$ cat src/incdec_pkg.sv
// incdec_pkg: opcodes, field positions and widths for the inc/dec/skip/branch/or group
// assumes 14-bit instruction words of the enhanced midrange encoding
package incdec_pkg;
	// ----------------------------------------------------------------
	// widths
	// ----------------------------------------------------------------
	localparam int DATA_W = 8;
	localparam int ADDR_W = 7;
	localparam int INSN_W = 14;
	localparam int PC_W = 15;
	localparam int LIT11_W = 11;

	// ----------------------------------------------------------------
	// field positions
	// ----------------------------------------------------------------
	localparam int DEST_BIT = 7;
	localparam int LATCH_LO = 3;
	localparam int LATCH_HI = 4;
	localparam int PC_HI_LO = 11;
	localparam int PC_HI_HI = 12;

	// ----------------------------------------------------------------
	// opcode patterns (upper six bits, branch upper three, unless noted)
	// ----------------------------------------------------------------
	localparam logic [5:0] OP_DECREMENT_FILE = 6'h03;
	localparam logic [5:0] OP_DECREMENT_SKIP_ZERO = 6'h0B;
	localparam logic [5:0] OP_INCREMENT_FILE = 6'h0A;
	localparam logic [5:0] OP_INCREMENT_SKIP_ZERO = 6'h0F;
	localparam logic [5:0] OP_OR_LITERAL_ACCUMULATOR = 6'h38;
	localparam logic [2:0] OP_UNCONDITIONAL_BRANCH = 3'h5;
	// clear_accumulator: 00 0001 0xxx xxxx, upper seven bits
	localparam logic [6:0] OP_CLEAR_ACCUMULATOR = 7'h02;

	// ----------------------------------------------------------------
	// reset values and step constants
	// ----------------------------------------------------------------
	localparam logic [DATA_W-1:0] ACC_RESET = 8'h00;
	localparam logic [PC_W-1:0] PC_RESET = 15'h0000;
	localparam logic [DATA_W-1:0] ZERO_BYTE = 8'h00;
	localparam logic [DATA_W-1:0] ONE_BYTE = 8'h01;
	localparam logic [PC_W-1:0] PC_STEP = 15'h0001;

	// decoded operation kinds
	typedef enum logic [7:0] {
		K_NONE = 8'b0000_0001,
		K_DEC = 8'b0000_0010,
		K_INC = 8'b0000_0100,
		K_DECSKIP = 8'b0000_1000,
		K_INCSKIP = 8'b0001_0000,
		K_CLRACC = 8'b0010_0000,
		K_ORLIT = 8'b0100_0000,
		K_BRANCH = 8'b1000_0000
	} op_kind_t;
endpackage : incdec_pkg

$ cat src/incdec_decode.sv
// incdec_decode: combinational decoder from instruction word to operation kind
// assumes the instruction word is stable for the whole instruction cycle
`timescale 1ns/1ns
`default_nettype none
module incdec_decode
	import incdec_pkg::*;
(
	// instruction in
	input wire logic [INSN_W-1:0] insn,
	// decoded kind out
	output op_kind_t kind
);
	// ----------------------------------------------------------------
	// decode
	// ----------------------------------------------------------------
	// branch needs only three bits, so it is tested before the six-bit forms
	always_comb
	begin
		kind = K_NONE;
		if (insn[INSN_W-1 -: 3] == OP_UNCONDITIONAL_BRANCH)
			kind = K_BRANCH;
		else if (insn[INSN_W-1 -: 7] == OP_CLEAR_ACCUMULATOR)
			kind = K_CLRACC;
		else if (insn[INSN_W-1 -: 6] == OP_DECREMENT_FILE)
			kind = K_DEC;
		else if (insn[INSN_W-1 -: 6] == OP_INCREMENT_FILE)
			kind = K_INC;
		else if (insn[INSN_W-1 -: 6] == OP_DECREMENT_SKIP_ZERO)
			kind = K_DECSKIP;
		else if (insn[INSN_W-1 -: 6] == OP_INCREMENT_SKIP_ZERO)
			kind = K_INCSKIP;
		else if (insn[INSN_W-1 -: 6] == OP_OR_LITERAL_ACCUMULATOR)
			kind = K_ORLIT;
	end
endmodule : incdec_decode
`default_nettype wire

$ cat src/incdec_skip_branch_or_exec.sv
// incdec_skip_branch_or_exec: executes the inc/dec, skip, branch and or-literal group
// assumes fetch presents one instruction per insn_valid pulse and file data is read
// combinationally from file_rdata for the operand field insn[6:0]; file_addr is
// the registered write address that goes out with file_we
//
// Operation
// - decrement file, destination bit picks target, zero flag
// - clear accumulator, zero flag set
// - decrement and skip, flags left unchanged
// - zero result turns next instruction into nop
// - increment and skip, flags kept, skip on zero
// - branch loads literal and latch bits into pc
// - branch takes two cycles, flushes fetched word
// - or literal into accumulator, zero flag
// - increment file, destination bit picks target, zero flag
`timescale 1ns/1ns
`default_nettype none
module incdec_skip_branch_or_exec
	import incdec_pkg::*;
(
	// clock and reset
	input wire logic clk,
	input wire logic reset_n,
	// instruction cycle enable and instruction word
	input wire logic insn_valid,
	input wire logic [INSN_W-1:0] insn,
	// data file and latch
	input wire logic [DATA_W-1:0] file_rdata,
	input wire logic [DATA_W-1:0] upper_address_latch,
	output logic [ADDR_W-1:0] file_addr,
	output logic [DATA_W-1:0] file_wdata,
	output logic file_we,
	// core state
	output logic [DATA_W-1:0] accumulator,
	output logic zero_flag,
	output logic zero_flag_we,
	output logic [PC_W-1:0] pc,
	output logic flush
);
	// ----------------------------------------------------------------
	// decode
	// ----------------------------------------------------------------
	op_kind_t kind;
	logic [DATA_W-1:0] acc_r;
	logic zf_r;
	logic zf_we_r;
	logic [PC_W-1:0] pc_r;
	logic [ADDR_W-1:0] faddr_r;
	logic [DATA_W-1:0] fwdata_r;
	logic fwe_r;
	logic flush_r;
	logic [DATA_W-1:0] incdec_nxt;
	logic [DATA_W-1:0] or_nxt;
	logic to_file;
	logic result_zero;
	logic [PC_W-1:0] branch_nxt;

	incdec_decode u_decode
	(
		.insn(insn),
		.kind(kind)
	);

	// zero test shared by flag and skip decisions
	function automatic logic is_zero(input logic [DATA_W-1:0] v);
		is_zero = (v == ZERO_BYTE);
	endfunction : is_zero

	// ----------------------------------------------------------------
	// datapath
	// ----------------------------------------------------------------
	// addition is cut to eight bits on purpose so 00h-1 gives ffh
	always_comb
	begin
		unique case (kind)
			K_DEC, K_DECSKIP: incdec_nxt = DATA_W'(file_rdata - ONE_BYTE);
			K_INC, K_INCSKIP: incdec_nxt = DATA_W'(file_rdata + ONE_BYTE);
			default: incdec_nxt = file_rdata;
		endcase
	end
	assign or_nxt = acc_r | insn[DATA_W-1:0];
	assign to_file = insn[DEST_BIT];
	assign result_zero = is_zero(incdec_nxt);
	// paged target: literal low bits, latch bits above, rest left clear
	assign branch_nxt = {{(PC_W-PC_HI_HI-1){1'b0}},
		upper_address_latch[LATCH_HI:LATCH_LO], insn[LIT11_W-1:0]};

	// write address, registered with the write strobe: a write lands one edge after
	// its instruction, so a word that reads the same cell next sees the old value
	always_ff @(posedge clk or negedge reset_n)
	begin
		if (!reset_n)
			faddr_r <= '0;
		else
			faddr_r <= insn[ADDR_W-1:0];
	end

	// ----------------------------------------------------------------
	// execution, one process per concern
	// ----------------------------------------------------------------
	// flush pulse: the cycle after a branch or a taken skip runs as a nop
	// a flushed word never re-arms flush, so a branch under a skip is dropped too
	always_ff @(posedge clk or negedge reset_n)
	begin
		if (!reset_n)
			flush_r <= 1'b0;
		else if (insn_valid)
		begin
			if (flush_r)
				flush_r <= 1'b0; // second cycle, discarded word consumed
			else if (kind == K_BRANCH)
				flush_r <= 1'b1;
			else if ((kind == K_DECSKIP || kind == K_INCSKIP) && result_zero)
				flush_r <= 1'b1;
			else
				flush_r <= 1'b0;
		end
	end

	// accumulator writes
	always_ff @(posedge clk or negedge reset_n)
	begin
		if (!reset_n)
			acc_r <= ACC_RESET;
		else if (insn_valid && !flush_r)
		begin
			unique case (kind)
				K_DEC, K_INC, K_DECSKIP, K_INCSKIP:
					if (!to_file)
						acc_r <= incdec_nxt;
				K_CLRACC: acc_r <= ZERO_BYTE;
				K_ORLIT: acc_r <= or_nxt;
				default: acc_r <= acc_r;
			endcase
		end
	end

	// file register write-back, a one-cycle strobe
	always_ff @(posedge clk or negedge reset_n)
	begin
		if (!reset_n)
		begin
			fwe_r <= 1'b0;
			fwdata_r <= ZERO_BYTE;
		end
		else
		begin
			fwe_r <= 1'b0;
			if (insn_valid && !flush_r && to_file &&
				(kind == K_DEC || kind == K_INC || kind == K_DECSKIP || kind == K_INCSKIP))
			begin
				fwe_r <= 1'b1;
				fwdata_r <= incdec_nxt;
			end
		end
	end

	// zero flag; skip forms and branch never touch it
	always_ff @(posedge clk or negedge reset_n)
	begin
		if (!reset_n)
		begin
			zf_r <= 1'b0;
			zf_we_r <= 1'b0;
		end
		else
		begin
			zf_we_r <= 1'b0;
			if (insn_valid && !flush_r)
			begin
				unique case (kind)
					K_DEC, K_INC:
					begin
						zf_r <= result_zero;
						zf_we_r <= 1'b1;
					end
					K_CLRACC:
					begin
						zf_r <= 1'b1;
						zf_we_r <= 1'b1;
					end
					K_ORLIT:
					begin
						zf_r <= is_zero(or_nxt);
						zf_we_r <= 1'b1;
					end
					default: zf_r <= zf_r;
				endcase
			end
		end
	end

	// program counter: branch loads target, everything else steps by one
	always_ff @(posedge clk or negedge reset_n)
	begin
		if (!reset_n)
			pc_r <= PC_RESET;
		else if (insn_valid)
		begin
			if (!flush_r && kind == K_BRANCH)
				pc_r <= branch_nxt;
			else
				pc_r <= PC_W'(pc_r + PC_STEP);
		end
	end

	// ----------------------------------------------------------------
	// outputs, all from flip-flops
	// ----------------------------------------------------------------
	assign accumulator = acc_r;
	assign zero_flag = zf_r;
	assign zero_flag_we = zf_we_r;
	assign pc = pc_r;
	assign flush = flush_r;
	assign file_addr = faddr_r;
	assign file_wdata = fwdata_r;
	assign file_we = fwe_r;
endmodule : incdec_skip_branch_or_exec
`default_nettype wire

$ cat config.mk
export PLATFORM = sky130hd
export DESIGN_NAME = incdec_skip_branch_or_exec
export DESIGN_NICKNAME = d
export VERILOG_FILES = /design/src/incdec_pkg.sv /design/src/incdec_decode.sv /design/src/incdec_skip_branch_or_exec.sv
export SDC_FILE = /design/constraint.sdc
export NUM_CORES = 1
export LEC_CHECK = 0
export ABC_CLOCK_PERIOD_IN_PS = 2370
export BUFFER_PORTS_ARGS = -buffer_cell sky130_fd_sc_hd__buf_2
export CAP_MARGIN = 25
export CORE_ASPECT_RATIO = 1.1
export CORE_MARGIN = 3
export CORE_UTILIZATION = 49
export DETAILED_ROUTE_END_ITERATION = 8
export PLACE_DENSITY = 0.72
export SETUP_SLACK_MARGIN = 0.05
export SLEW_MARGIN = 20
export SYNTH_ARGS = -nofsm -noshare
export SYNTH_HDL_FRONTEND = slang
export SYNTH_SLANG_ARGS = --single-unit
$ cat constraint.sdc
create_clock -name clk -period 2.37 [get_ports clk]
set_clock_uncertainty 0.1 [all_clocks]
set_input_delay 0.1185 -clock clk [delete_from_list [all_inputs] [get_ports clk]]
set_output_delay 0.1185 -clock clk [all_outputs]
set_load 0.01 [all_outputs]
======== Word-level counts from Yosys, hierarchy flattened ========
Index checks and enable logic that the tools add are counted.
word-level totals
  word-level logic and storage cells ...... 66
  output and inout bits ................... 42
  bits of input ports ..................... 33
  bits in registers ....................... 42
operators by class
  equality and inequality tests ........... 15
  reduce and logical (&&, ||, !) cells .... 21
  muxes and demuxes ....................... 18
  add/sub/neg operators ................... 3
  bitwise gates (word level) .............. 1
operators with widths
  kind                     number
  $mux W8                  7
  $pmux W8 S3              1
  $eq A6 B4 Y1 const B     3
  $logic_not A8 Y1         2
  $pmux W8 S2              1
  $add A15 B1 Y15 const B  1
  $mux W15                 1
  $add A8 B1 Y8 const B    1
  $eq A8 B2 Y1 const B     1
  $eq A8 B3 Y1 const B     1
  $eq A8 B4 Y1 const B     1
  $eq A8 B5 Y1 const B     1
  $eq A8 B6 Y1 const B     1
  $eq A8 B7 Y1 const B     1
  $eq A8 B8 Y1 const B     1
  $or A8 B8 Y8             1
  $reduce_or A4 Y1         2
  $sub A8 B1 Y8 const B    1
  $eq A7 B2 Y1 const B     1
  $mux W7                  1
  $eq A6 B2 Y1 const B     1
  $eq A6 B6 Y1 const B     1
  $mux W1                  6
  $reduce_bool A3 Y1       2
  9 further kinds          18

======== Depth between registers and ports, before layout ========
Gate-level depths: netlist (run 1).
  depth after elaboration ................. 16
  depth in mapped cells ................... 11
  gate-level depth less buffers ........... 10

======== Cells and area by module ========
From an unflattened synthesis (run 1), not the netlist that was laid out.
unflattened totals
  cell total of the unflattened synthesis .. 312
  area, all modules ....................... 2,817.7 sq um
by module, submodules not included
  module                      seq. area each (sq um)  times used  cells each  area each (sq um)
  incdec_skip_branch_or_exec  1,051.0                 1           291         2,688.8
  incdec_decode               0.0                     1           21          128.9

======== Worst setup path before layout (run 1) ========
OpenSTA, ideal clock, no wires.
  path type ............................... input-to-reg
  start point ............................. input port insn[8]
  end point ............................... register acc_r[7] (netlist: accumulator[7])
  cell stages on the path ................. 10
  library setup time ...................... 149 ps
  required time ........................... 2,121 ps
  data arrival time ....................... 2,441 ps
  buffers on the path ..................... 1
  slack ................................... -321 ps
  cells stage by stage .................... buf_2 xnor2_1 nand3_1 ha_1 a21o_1 a41o_1 o31a_1 o2111a_1 a221oi_1 a311oi_2
on the way
  word-level cells in the longest chain between the ends .. 13
  elaborated cells between the ends (all ways) .. 28
  classes of those cells .................. eq/ne (13); mux (10); reduce/logical (5)
RTL lines
  element                               line                                                                 source
  from (decl)                           incdec_skip_branch_or_exec.sv:26                                     input wire logic [INSN_W-1:0] insn,
  $eq A6 B6 Y1                          incdec_decode.sv:32                                                  else if (insn[INSN_W-1 -: 6] == OP_OR_LITERAL_ACCUMULATOR)
  $mux W7                               incdec_decode.sv:32
  $mux W8                               incdec_decode.sv:30                                                  else if (insn[INSN_W-1 -: 6] == OP_INCREMENT_SKIP_ZERO)
  $mux W8                               incdec_decode.sv:28                                                  else if (insn[INSN_W-1 -: 6] == OP_DECREMENT_SKIP_ZERO)
  $mux W8                               incdec_decode.sv:26                                                  else if (insn[INSN_W-1 -: 6] == OP_INCREMENT_FILE)
  $mux W8                               incdec_decode.sv:24                                                  else if (insn[INSN_W-1 -: 6] == OP_DECREMENT_FILE)
  $mux W8 *                             incdec_decode.sv:22                                                  else if (insn[INSN_W-1 -: 7] == OP_CLEAR_ACCUMULATOR)
  $mux W8 *                             incdec_decode.sv:20                                                  if (insn[INSN_W-1 -: 3] == OP_UNCONDITIONAL_BRANCH)
  $eq A8 B5 Y1 (tied with other cells)  incdec_skip_branch_or_exec.sv:75, incdec_skip_branch_or_exec.sv:127
  $reduce_or A2 Y1                      incdec_skip_branch_or_exec.sv:75                                     unique case (kind)
  $pmux W8 S2                           incdec_skip_branch_or_exec.sv:75
  $mux W8                               incdec_skip_branch_or_exec.sv:129                                    if (!to_file)
  $pmux W8 S3                           incdec_skip_branch_or_exec.sv:127                                    unique case (kind)
  to (signal assigned)                  incdec_skip_branch_or_exec.sv:130                                    acc_r <= incdec_nxt;
  to (signal assigned)                  incdec_skip_branch_or_exec.sv:132                                    K_ORLIT: acc_r <= or_nxt;
  to (signal assigned)                  incdec_skip_branch_or_exec.sv:133                                    default: acc_r <= acc_r;
  to (decl)                             incdec_skip_branch_or_exec.sv:44                                     logic [DATA_W-1:0] acc_r;
Every way passes the cells marked *; elsewhere a longest branch is shown, timed or not. The select of a mux whose other input is x is not followed.
A chain may end at the register's enable or synchronous reset.

======== Final worst setup path (run 1) ========
  start point ............................. input port insn[10]
  end point ............................... register zf_r (netlist: zero_flag)
on the way
  word-level cells in the longest chain between the ends .. 13
  elaborated cells between the ends (all ways) .. 27
  classes of those cells .................. eq/ne (12); mux (9); reduce/logical (6)
RTL lines
  element                               line                               source
  $eq A6 B6 Y1                          incdec_decode.sv:32
  $mux W7                               incdec_decode.sv:32
  $mux W8                               incdec_decode.sv:30
  $mux W8                               incdec_decode.sv:28
  $mux W8                               incdec_decode.sv:26
  $mux W8                               incdec_decode.sv:24
  $mux W8 *                             incdec_decode.sv:22
  $mux W8 *                             incdec_decode.sv:20
  $eq A8 B5 Y1 (tied with other cells)  incdec_skip_branch_or_exec.sv:75
  $reduce_or A2 Y1                      incdec_skip_branch_or_exec.sv:75
  $pmux W8 S2                           incdec_skip_branch_or_exec.sv:75
  $logic_not A8 Y1                      incdec_skip_branch_or_exec.sv:66   is_zero = (v == ZERO_BYTE);
  $pmux W1 S3                           incdec_skip_branch_or_exec.sv:171  unique case (kind)
  to (signal assigned)                  incdec_skip_branch_or_exec.sv:174  zf_r <= result_zero;
  to (signal assigned)                  incdec_skip_branch_or_exec.sv:184  zf_r <= is_zero(or_nxt);
  to (signal assigned)                  incdec_skip_branch_or_exec.sv:187  default: zf_r <= zf_r;
  to (decl)                             incdec_skip_branch_or_exec.sv:45   logic zf_r;
Every way passes the cells marked *; elsewhere a longest branch is shown, timed or not.

==> results of run 1 <==
==> layout make-up <==
type | instances | share of cell area [%]
multi-input cells | 228 | 44.83
flip-flops and latches | 42 | 30.94
repair buffers | 102 | 18.12
clock buffers | 6 | 2.136
well taps | 58 | 2.136
inverters | 13 | 1.436
clock inverters | 2 | 0.4052
==> kinds of logic (layout without fill, tap and decap cells) <==
kind of cell               count (synthesis)  count (layout)  share of synthesized area [%]
buffers and inverters                     27             123                          4.387
and+or+nand+nor                          109             109                          21.50
DFF                                       42              42                          40.50
adders and majority gates                  8               8                          4.146
xor gates and xnor gates                   6               6                          2.025
muxes                                      4               4                          1.543
AOI/OAI and AO/OA                        101             101                          25.89
==> per-stage QoR <==
| step | setup WS (ns) | hold WS [ns] | setup TNS, ns |
|---|---|---|---|
| final | 0.1408 | 0.01533 | 0 |
| after global routing | 0.01611 | 0.03811 | 0 |
| after CTS | 0.06845 | 0.007628 | 0 |
| after detailed placement | -0.2176 | 0.1764 | -0.8420 |
| after global placement | -0.1064 | 0.1748 | -0.4175 |
| after floorplan | 0.01352 | -0.2771 | 0 |
==> worst max-delay path, stage by stage <==
cell and delay (ns):
buf_2 0.13, xnor2_4 0.15, nand3_4 0.13, buf_4 0.15, inv_1 0.06, fa_1 0.47
inv_1 0.05, or4_1 0.53, o31ai_2 0.25, nand4_1 0.14, o21ai_1 0.16
==> timing repair <==
action,4_1_cts,5_1_grt
hold buffers,8,0
endpoints found under the setup margin,0,3
gates resized for setup,0,2
hold endpoints to repair,50,0
==> power groups by stage <==
stage | sequential (uW) | clock (uW) | combinational (uW)
after floorplan | 1150 | 0 | 385
after global placement | 1080 | 0 | 803
after detailed placement | 1090 | 0 | 822
after CTS | 1070 | 471 | 834
after global routing | 1110 | 504 | 929
final | 1080 | 462 | 831
==> final timing paths <==
path | slack, ns | start | cells past startpoint | to
hold reg to reg | 0.38 | file_wdata[1] | 2 | file_wdata[1]
setup / recovery | 0.14 | insn[10] | 11 | zero_flag
hold / removal | 0.02 | file_rdata[0] | 2 | file_wdata[0]
max in group asynchronous | 1.20 | reset_n | 2 | flush
min in group asynchronous | 0.39 | reset_n | 2 | file_addr[2]
setup reg to reg | 0.45 | flush | 4 | accumulator[0]
==> registers in the layout (all words and copies together) (netlist names) <==
signal and cells:
pc 15, accumulator 8, file_wdata 8, file_addr 7
file_we 1, flush 1, zero_flag 1, zero_flag_we 1
==> metal layers <==
metal / track usage, % / vias up / share of wire [%]
li1: - / 1297 / -
met1: 29.94 / 1274 / 43
met2: 40.67 / 75 / 51
met3: 4.479 / 13 / 4.9
met4: 6.643 / 0 / 1.7
met5: 0 / - / 0
==> cells in the final DEF (no fill, tap or decap), types with 6 or more instances in the layout <==
master	n
a21oi_1	20
buf_2	68
o21a_1	11
o21ai_0	27
nand2_1	21
buf_4	26
nor4_1	7
dfrtp_1	42
inv_1	12
o22a_1	7
dlygate4sd3_1	8
nor2_1	28
a31oi_1	6
nand3_1	16
==> out/results.tsv, run 1 <==
metric	value	unit
status	completed	
finalCriticalPeriod	2.229	ns
synth_common_cells	42 x dfrtp_1, 29 x o21ai_0, 28 x nor2_1	
ys_seq_area_share	40.50	%
cts_setup_buffers	0	
final_max_slew_viol_count	0	
placed_area	0.003219	mm^2
nets	433	
antenna_left	0	
start_kind	primary input	
numCtsBuffers	5	
fmax	448.6	MHz
hp-class	primary input to register	
slew-limit-headroom	38.35	%
area_delta_synth_final	30.91	%
via_count	2659	
tightest_slew	0.9248	ns
finalPower	2371	uW
wl_per_cell	15.54	um
port_buffers	68	
power_switching	878.4	uW
ys_ff_latch	42	
instances_no_fill	451	
syn_inst	297	
arrival	2.35	ns
utilization	67.04	%
yosysTopAreaCell	dfrtp_1	
yosysWarnings	0	
final_cell_area	0.003397	mm^2
diodes	0	
placementRows	27	
synth_edf_count	0	
cts_tree	done	
synthArstFlopShare	100.0	%
seqCellArea	0.001051	mm^2
dpl.cell_count	435	
pwr-share-comb	35.1	%
worst-setup-path-type	primary input to register	
yosys.area.top_type_share	40.50	%
p_leak	0.001546	uW
drive_gt1_share	30.03	%
wl	7010	um
hpwlAfterDp	5259	um
setup_viol	0	
p_sw_share	37.05	%
cts.sink_count	42	
syn_area_per_cell	8.737	um^2
core	0.005067	mm^2
p_int	1492	uW
cts-root-buf	clkbuf_8	
drt_iter0_drc	141	
maxCapViolCount	0	
die_area	0.006206	mm^2
cts_buffer_depth	2	
ys.flop_type	dfrtp_1	
ys_top_cells_by_area	dfrtp_1 41%, o21ai_0 5.6%, nor2_1 4.1%, a21oi_1 3.9%, ha_1 3.4%	
htreeDepth	2	
endpoint_kind	register	
overflow	0	
clockPowerShare	19.5	%
ys_types	56	
antenna_found_initial	0	
io-pin-count	75	
gp_congestion	0.8578	
via_per_inst	5.896	
clkTransAtPathRegs	0.08	ns
drc	0	
fin_crit_sh	94.06	%
seq_power_share	45.4	%
start_util	51.21	%
clk_latency	0.30	ns
fillers	450	
crit_fanout	6	
synth.most_common_cell	dfrtp_1	
grt_pass1_vias	2444	
powerDensity	697.9	mW/mm^2
syn_area	0.002595	mm^2
grt_max_degree	43	
grt_pass1_wl	11430	um
drt-pass1-iter-count	4	
vdd_ir_drop_max	0.0003756	V
multiInputGateArea	0.001523	mm^2
hold_viol_final	0	
grtUsageTotal	23.62	%
die_width	75.39	um
syn-num-nets	338	
die_height	82.33	um
rsz0062_at_grt	yes	
crit_required	2.49	ns
(Power assumes the default switching activity.)
==> run 2: changes to the inputs <==
--- a/config.mk
+++ b/config.mk
@@ -8,11 +8,13 @@
 export ABC_CLOCK_PERIOD_IN_PS = 2370
 export BUFFER_PORTS_ARGS = -buffer_cell sky130_fd_sc_hd__buf_2
 export CAP_MARGIN = 25
+export CELL_PAD_IN_SITES_DETAIL_PLACEMENT = 0
+export CELL_PAD_IN_SITES_GLOBAL_PLACEMENT = 1
 export CORE_ASPECT_RATIO = 1.1
 export CORE_MARGIN = 3
-export CORE_UTILIZATION = 49
+export CORE_UTILIZATION = 38
 export DETAILED_ROUTE_END_ITERATION = 8
-export PLACE_DENSITY = 0.72
+export PLACE_DENSITY = 0.76
 export SETUP_SLACK_MARGIN = 0.05
 export SLEW_MARGIN = 20
 export SYNTH_ARGS = -nofsm -noshare
==> out/results.tsv, run 2 (synthesized netlist as in run 1, its figures left out) <==
metric	value	unit	change
endpoint_kind	register		
arrival	2.25	ns	-0.10 ns
crit_end	accumulator[7]		
rr_endpoint	accumulator[0]		
reg2reg_slack	0.39	ns	-0.06 ns
setup_viol	0		unchanged
cts_buffer_depth	2		unchanged
crit_fanout	5		-1
pwr-share-comb	33.8	%	-1.3 points
grt_pass1_wl	12450	um	+8.9%
grt_pass1_vias	2638		+7.9%
numCtsBuffers	5		unchanged
drc	0		unchanged
diodes	0		unchanged
wl_per_cell	15.85	um	+2.0%
io-pin-count	75		unchanged
start_util	40.67	%	-11 points
final_max_slew_viol_count	0		unchanged
clk_latency	0.30	ns	about the same
hold_viol_final	0		unchanged
drt_iter0_drc	87		-38%
worst-setup-path-type	primary input to register		
htreeDepth	2		unchanged
p_int	1609	uW	+7.9%
clkTransAtPathRegs	0.09	ns	about the same
via_count	2653		-0.23%
cts_tree	done		
wl	7607	um	+8.5%
slew-limit-headroom	52.97	%	+15 points
die_height	92.67	um	+13%
finalCriticalPeriod	2.187	ns	-0.04238 ns
tns	0	ns	unchanged
placementRows	30		+11%
overflow	0		unchanged
largest_reg_flops	15		unchanged
antenna_left	0		unchanged
gp_congestion	0.9058		+5.6%
instances_no_fill	480		+6.4%
port_buffers	68		unchanged
hpwlAfterDp	5809	um	+10%
area_delta_synth_final	36.40	%	
worst_r2r_path_depth	4		unchanged
crit_start	insn[12]		
reg2reg_from	flush		
cts-root-buf	clkbuf_8		
vdd_ir_drop_max	0.0005739	V	+53%
clockPowerShare	23.1	%	+3.6 points
antenna_found_initial	0		unchanged
rsz0062_at_grt	no		
core	0.006381	mm^2	+26%
crit_required	2.43	ns	-0.06 ns
maxCapViolCount	0		unchanged
via_per_inst	5.527		-6.3%
nets	440		+1.6%
die_area	0.007857	mm^2	+27%
die_width	84.79	um	+12%
fmax	457.3	MHz	+1.9%
p_sw_share	36.06	%	-0.99 points
final_common_cell	buf_2		
finalPower	2517	uW	+6.2%
grt_max_degree	43		unchanged
p_leak	0.001604	uW	+3.8%
tightest_slew	0.7054	ns	-0.2194 ns
powerDensity	711.1	mW/mm^2	+1.9%
grtUsageTotal	19.24	%	-4.4 points
cts.sink_count	42		unchanged
drt-pass1-iter-count	4		unchanged
start_kind	primary input		
hp-class	primary input to register		
fin_crit_sh	92.27	%	-1.8 points
status	completed		
seq_power_share	43.0	%	-2.4 points
drive_gt1_share	31.75	%	+1.7 points
mostFrequentLayoutCells	68 x buf_2, 42 x dfrtp_1, 31 x buf_4, 28 x nor2_1, 26 x o21ai_0		
power_switching	907.7	uW	+3.3%
dpl.cell_count	461		+6.0%
[run 2: cell count changes in the layout (fill, tap and decap cells not counted)]
cell,previous run,this run
or4_1,1,0
bufinv_16,0,1
o21ai_0,27,26
clkbuf_1,1,0
buf_4,26,31
buf_6,0,1
o21ai_1,3,4
inv_6,0,1
clkinv_4,1,0
buf_16,0,1
or4_4,0,1
o31ai_2,1,0
o31ai_4,0,1
[run 2: repair_timing]
item                                    4_1_cts  5_1_grt
resized for setup                             0        6
endpoints found under the setup margin        0        3
hold buffers                                  8        0
endpoints found under the hold margin        50        0
setup buffers                                 0        2
[run 2: worst min path at each step]
stage / start / end / slack [ns] / cells past startpoint
floorplan: reset_n / accumulator[0] / -0.28 / 0
finish: upper_address_latch[4] / pc[12] / 0.04 / 3
detailed placement: insn[0] / file_addr[0] / 0.18 / 1
global placement: insn[0] / file_addr[0] / 0.17 / 1
global route: upper_address_latch[4] / pc[12] / 0.03 / 3
CTS: upper_address_latch[4] / pc[12] / 0.03 / 3
[run 2: worst max-delay path: stages]
cell      delay, ns
buf_2          0.12
nor3b_4        0.24
nand3_4        0.14
buf_4          0.17
ha_4           0.22
a41o_1         0.25
o31a_1         0.31
o2111a_1       0.28
a221oi_2       0.25
a311oi_2       0.14
[run 2: power by group through the flow]
stage / Sequential, uW / Clock, uW / Combinational, uW
3_5_place_dp: 1100 / 0 / 837
6_report: 1080 / 582 / 851
2_1_floorplan: 1150 / 0 / 385
4_1_cts: 1080 / 598 / 849
5_1_grt: 1120 / 619 / 946
3_3_place_gp: 1090 / 0 / 818
[run 2: per-stage QoR]
step           worst slack (ns)  hold slack, ns  util, %  instance area, um^2
6_report                 0.1832         0.04025    55.47                 3540
5_1_grt                 0.05791         0.03339    55.47                 3540
4_1_cts                 0.08729         0.02905    54.37                 3470
3_5_place_dp            -0.2230          0.1759    51.35                 3277
3_3_place_gp            -0.1078          0.1743    51.35                 3277
2_1_floorplan           0.01352         -0.2771        -                 2683
[run 2: final cells by class]
type                       instances  area (um^2)
fill                             601         2841
clock inverter                     3        43.79
inverter                          13        48.80
sequential                        42         1051
timing repair buffer             109        691.9
clock buffer                       5        68.82
multi-input combinational        228         1535
tap                               80        100.1
[run 2: per-layer routing]
metal / track usage, % / vias up / part of all wire (%)
li1: - / 1301 / -
met1: 23.82 / 1267 / 43
met2: 33.94 / 74 / 51
met3: 2.936 / 11 / 4.7
met4: 6.464 / 0 / 1.7
met5: 0 / - / 0
==> run 3: changes to the inputs <==
--- a/config.mk
+++ b/config.mk
@@ -10,10 +10,10 @@
 export CAP_MARGIN = 25
 export CELL_PAD_IN_SITES_DETAIL_PLACEMENT = 0
 export CELL_PAD_IN_SITES_GLOBAL_PLACEMENT = 1
-export CORE_ASPECT_RATIO = 1.1
 export CORE_MARGIN = 3
 export CORE_UTILIZATION = 38
 export DETAILED_ROUTE_END_ITERATION = 8
+export MAX_ROUTING_LAYER = met4
 export PLACE_DENSITY = 0.76
 export SETUP_SLACK_MARGIN = 0.05
 export SLEW_MARGIN = 20
==> out/results.tsv, run 3 (synthesized netlist as in run 1, its figures left out) <==
metric	value	unit	change
status	completed		
cts_buffer_depth	2		unchanged
clkTransAtPathRegs	0.08	ns	about the same
holdWs	0.04043	ns	+0.0001743 ns
setup_viol	0		unchanged
placementRows	29		-3.3%
slew-limit-headroom	52.54	%	-0.43 points
path_cells	buf_2 -> nor3b_4 -> nand3_4 -> ha_4 -> a21o_1 -> a41o_1 -> o31a_1 -> o2111a_1 -> a221oi_2 -> a311oi_2		
utilization	53.73	%	-1.7 points
maxCapViolCount	0		unchanged
wl	7322	um	-3.7%
cts-root-buf	clkbuf_8		
powerDensity	678.5	mW/mm^2	-4.6%
placed_area	0.003273	mm^2	-0.11%
arrival	2.29	ns	+0.04 ns
min_to	pc[11]		
start_util	39.95	%	-0.71 points
start_kind	primary input		
vdd_ir_drop_max	0.0002257	V	-61%
via_count	2602		-1.9%
crit_fanout	5		unchanged
finalPower	2368	uW	-5.9%
mostFrequentLayoutCells	68 x buf_2, 42 x dfrtp_1, 30 x buf_4, 28 x nor2_1, 27 x o21ai_0		
port_buffers	68		unchanged
worstHoldStart	upper_address_latch[3]		
rr_endpoint	pc[11]		
endpoint_kind	register		
clk_latency	0.30	ns	about the same
final_cell_area	0.003490	mm^2	-1.4%
fin_crit_sh	93.76	%	+1.5 points
rsz0062_at_grt	no		
final_max_slew_viol_count	0		unchanged
worst_r2r_path_depth	6		+2
antenna_left	0		unchanged
grt_pass1_vias	2337		-11%
reg2reg_from	pc[2]		
via_per_inst	5.478		-0.89%
wl_per_cell	15.41	um	-2.7%
instances_no_fill	475		-1.0%
overflow	0		unchanged
worst-setup-path-type	primary input to register		
largest_reg_flops	15		unchanged
whs_path_depth	4		+1
dpl.cell_count	458		-0.65%
final_common_cell	buf_2		
hp-class	primary input to register		
cts.sink_count	42		unchanged
drive_gt1_share	31.16	%	-0.59 points
drt-pass1-iter-count	4		unchanged
drc	0		unchanged
crit_family	compound AO/OA/AOI/OAI gates		
die_height	88.64	um	-4.4%
tightest_slew	0.7119	ns	+0.006499 ns
hold_viol_final	0		unchanged
die_width	88.64	um	+4.5%
diodes	0		unchanged
critPathMaxStageDelay	0.32	ns	about the same
fmax	450.0	MHz	-1.6%
reg2reg_slack	0.47	ns	+0.08 ns
nets	439		-0.23%
io-pin-count	75		unchanged
finalCriticalPeriod	2.222	ns	+0.03530 ns
grtUsageTotal	19.51	%	+0.28 points
crit_required	2.43	ns	about the same
crit_buf_inv	1		-1
numCtsBuffers	5		unchanged
htreeDepth	2		unchanged
crit_start	insn[13]		
die_area	0.007856	mm^2	about the same
grt_max_degree	43		unchanged
grt_pass1_wl	11700	um	-6.0%
antenna_found_initial	0		unchanged
gp_congestion	0.9027		-0.34%
slowest_stage	o31a_1		
p_leak	0.001584	uW	-1.3%
area_delta_synth_final	34.47	%	
core	0.006495	mm^2	+1.8%
drt_iter0_drc	96		+10%
hpwlAfterDp	5495	um	-5.4%
cts_tree	done		
run 3: cell count changes in the layout (fill, tap and decap cells not counted), sizes merged:
cell | before | now
buf | 101 | 100
bufinv | 1 | 0
clkinv | 2 | 3
inv | 13 | 12
run 3: worst register-to-register path, delay by kind of cell (launching register included):
| kind | cells | cell delay (ns) |
|---|---|---|
| AND/OR/NAND/NOR | 4 | 0.86 |
| flip-flops | 1 | 0.43 |
| AO/OA/AOI/OAI | 2 | 0.41 |
run 3: where the power goes:
part           total [uW]  switching (uW)  leakage (uW)  internal, uW
clock                 442             244     0.0000438           198
sequential           1080             184      0.000506           896
combinational         845             445       0.00103           401
total                2370             873       0.00158          1500
run 3: what timing repair did:
item / CTS / global route
endpoints found under the hold margin: 49 / 0
gates resized for setup: 0 / 2
endpoints found under the setup margin: 0 / 3
hold buffers: 8 / 0
buffers inserted: 0 / 1
run 3: area by class of cell:
class / count / area [um^2]
fill: 633 / 3005
multi-input combinational: 228 / 1529
clock buffer: 5 / 68.82
clock inverter: 2 / 10.01
timing repair buffer: 108 / 685.7
inverter: 13 / 48.80
sequential: 42 / 1051
tap: 77 / 96.34
run 3: stage by stage:
stage,worst slack [ns],setup TNS (ns)
after floorplan,0.01352,0
after global placement,-0.1141,-0.5198
after detailed placement,-0.1627,-0.7430
after CTS,0.1419,0
after global routing,0.05107,0
final,0.1479,0
run 3: worst max path at each step:
stage / slack [ns] / endpoint / depth (start not counted)
2_1_floorplan: 0.01 / accumulator[7] / 9
3_3_place_gp: -0.11 / accumulator[7] / 10
3_5_place_dp: -0.16 / accumulator[7] / 10
4_1_cts: 0.14 / accumulator[7] / 10
5_1_grt: 0.05 / zero_flag / 10
6_report: 0.15 / accumulator[7] / 10
run 3: layer usage:
layer | vias to the layer above | track usage [%] | part of all wire, %
met4 | 0 | 5.220 | 1.0
li1 | 1298 | - | -
met1 | 1236 | 27.66 | 50
met3 | 7 | 2.793 | 3.8
met2 | 61 | 29.15 | 45
met5 | - | - | 0
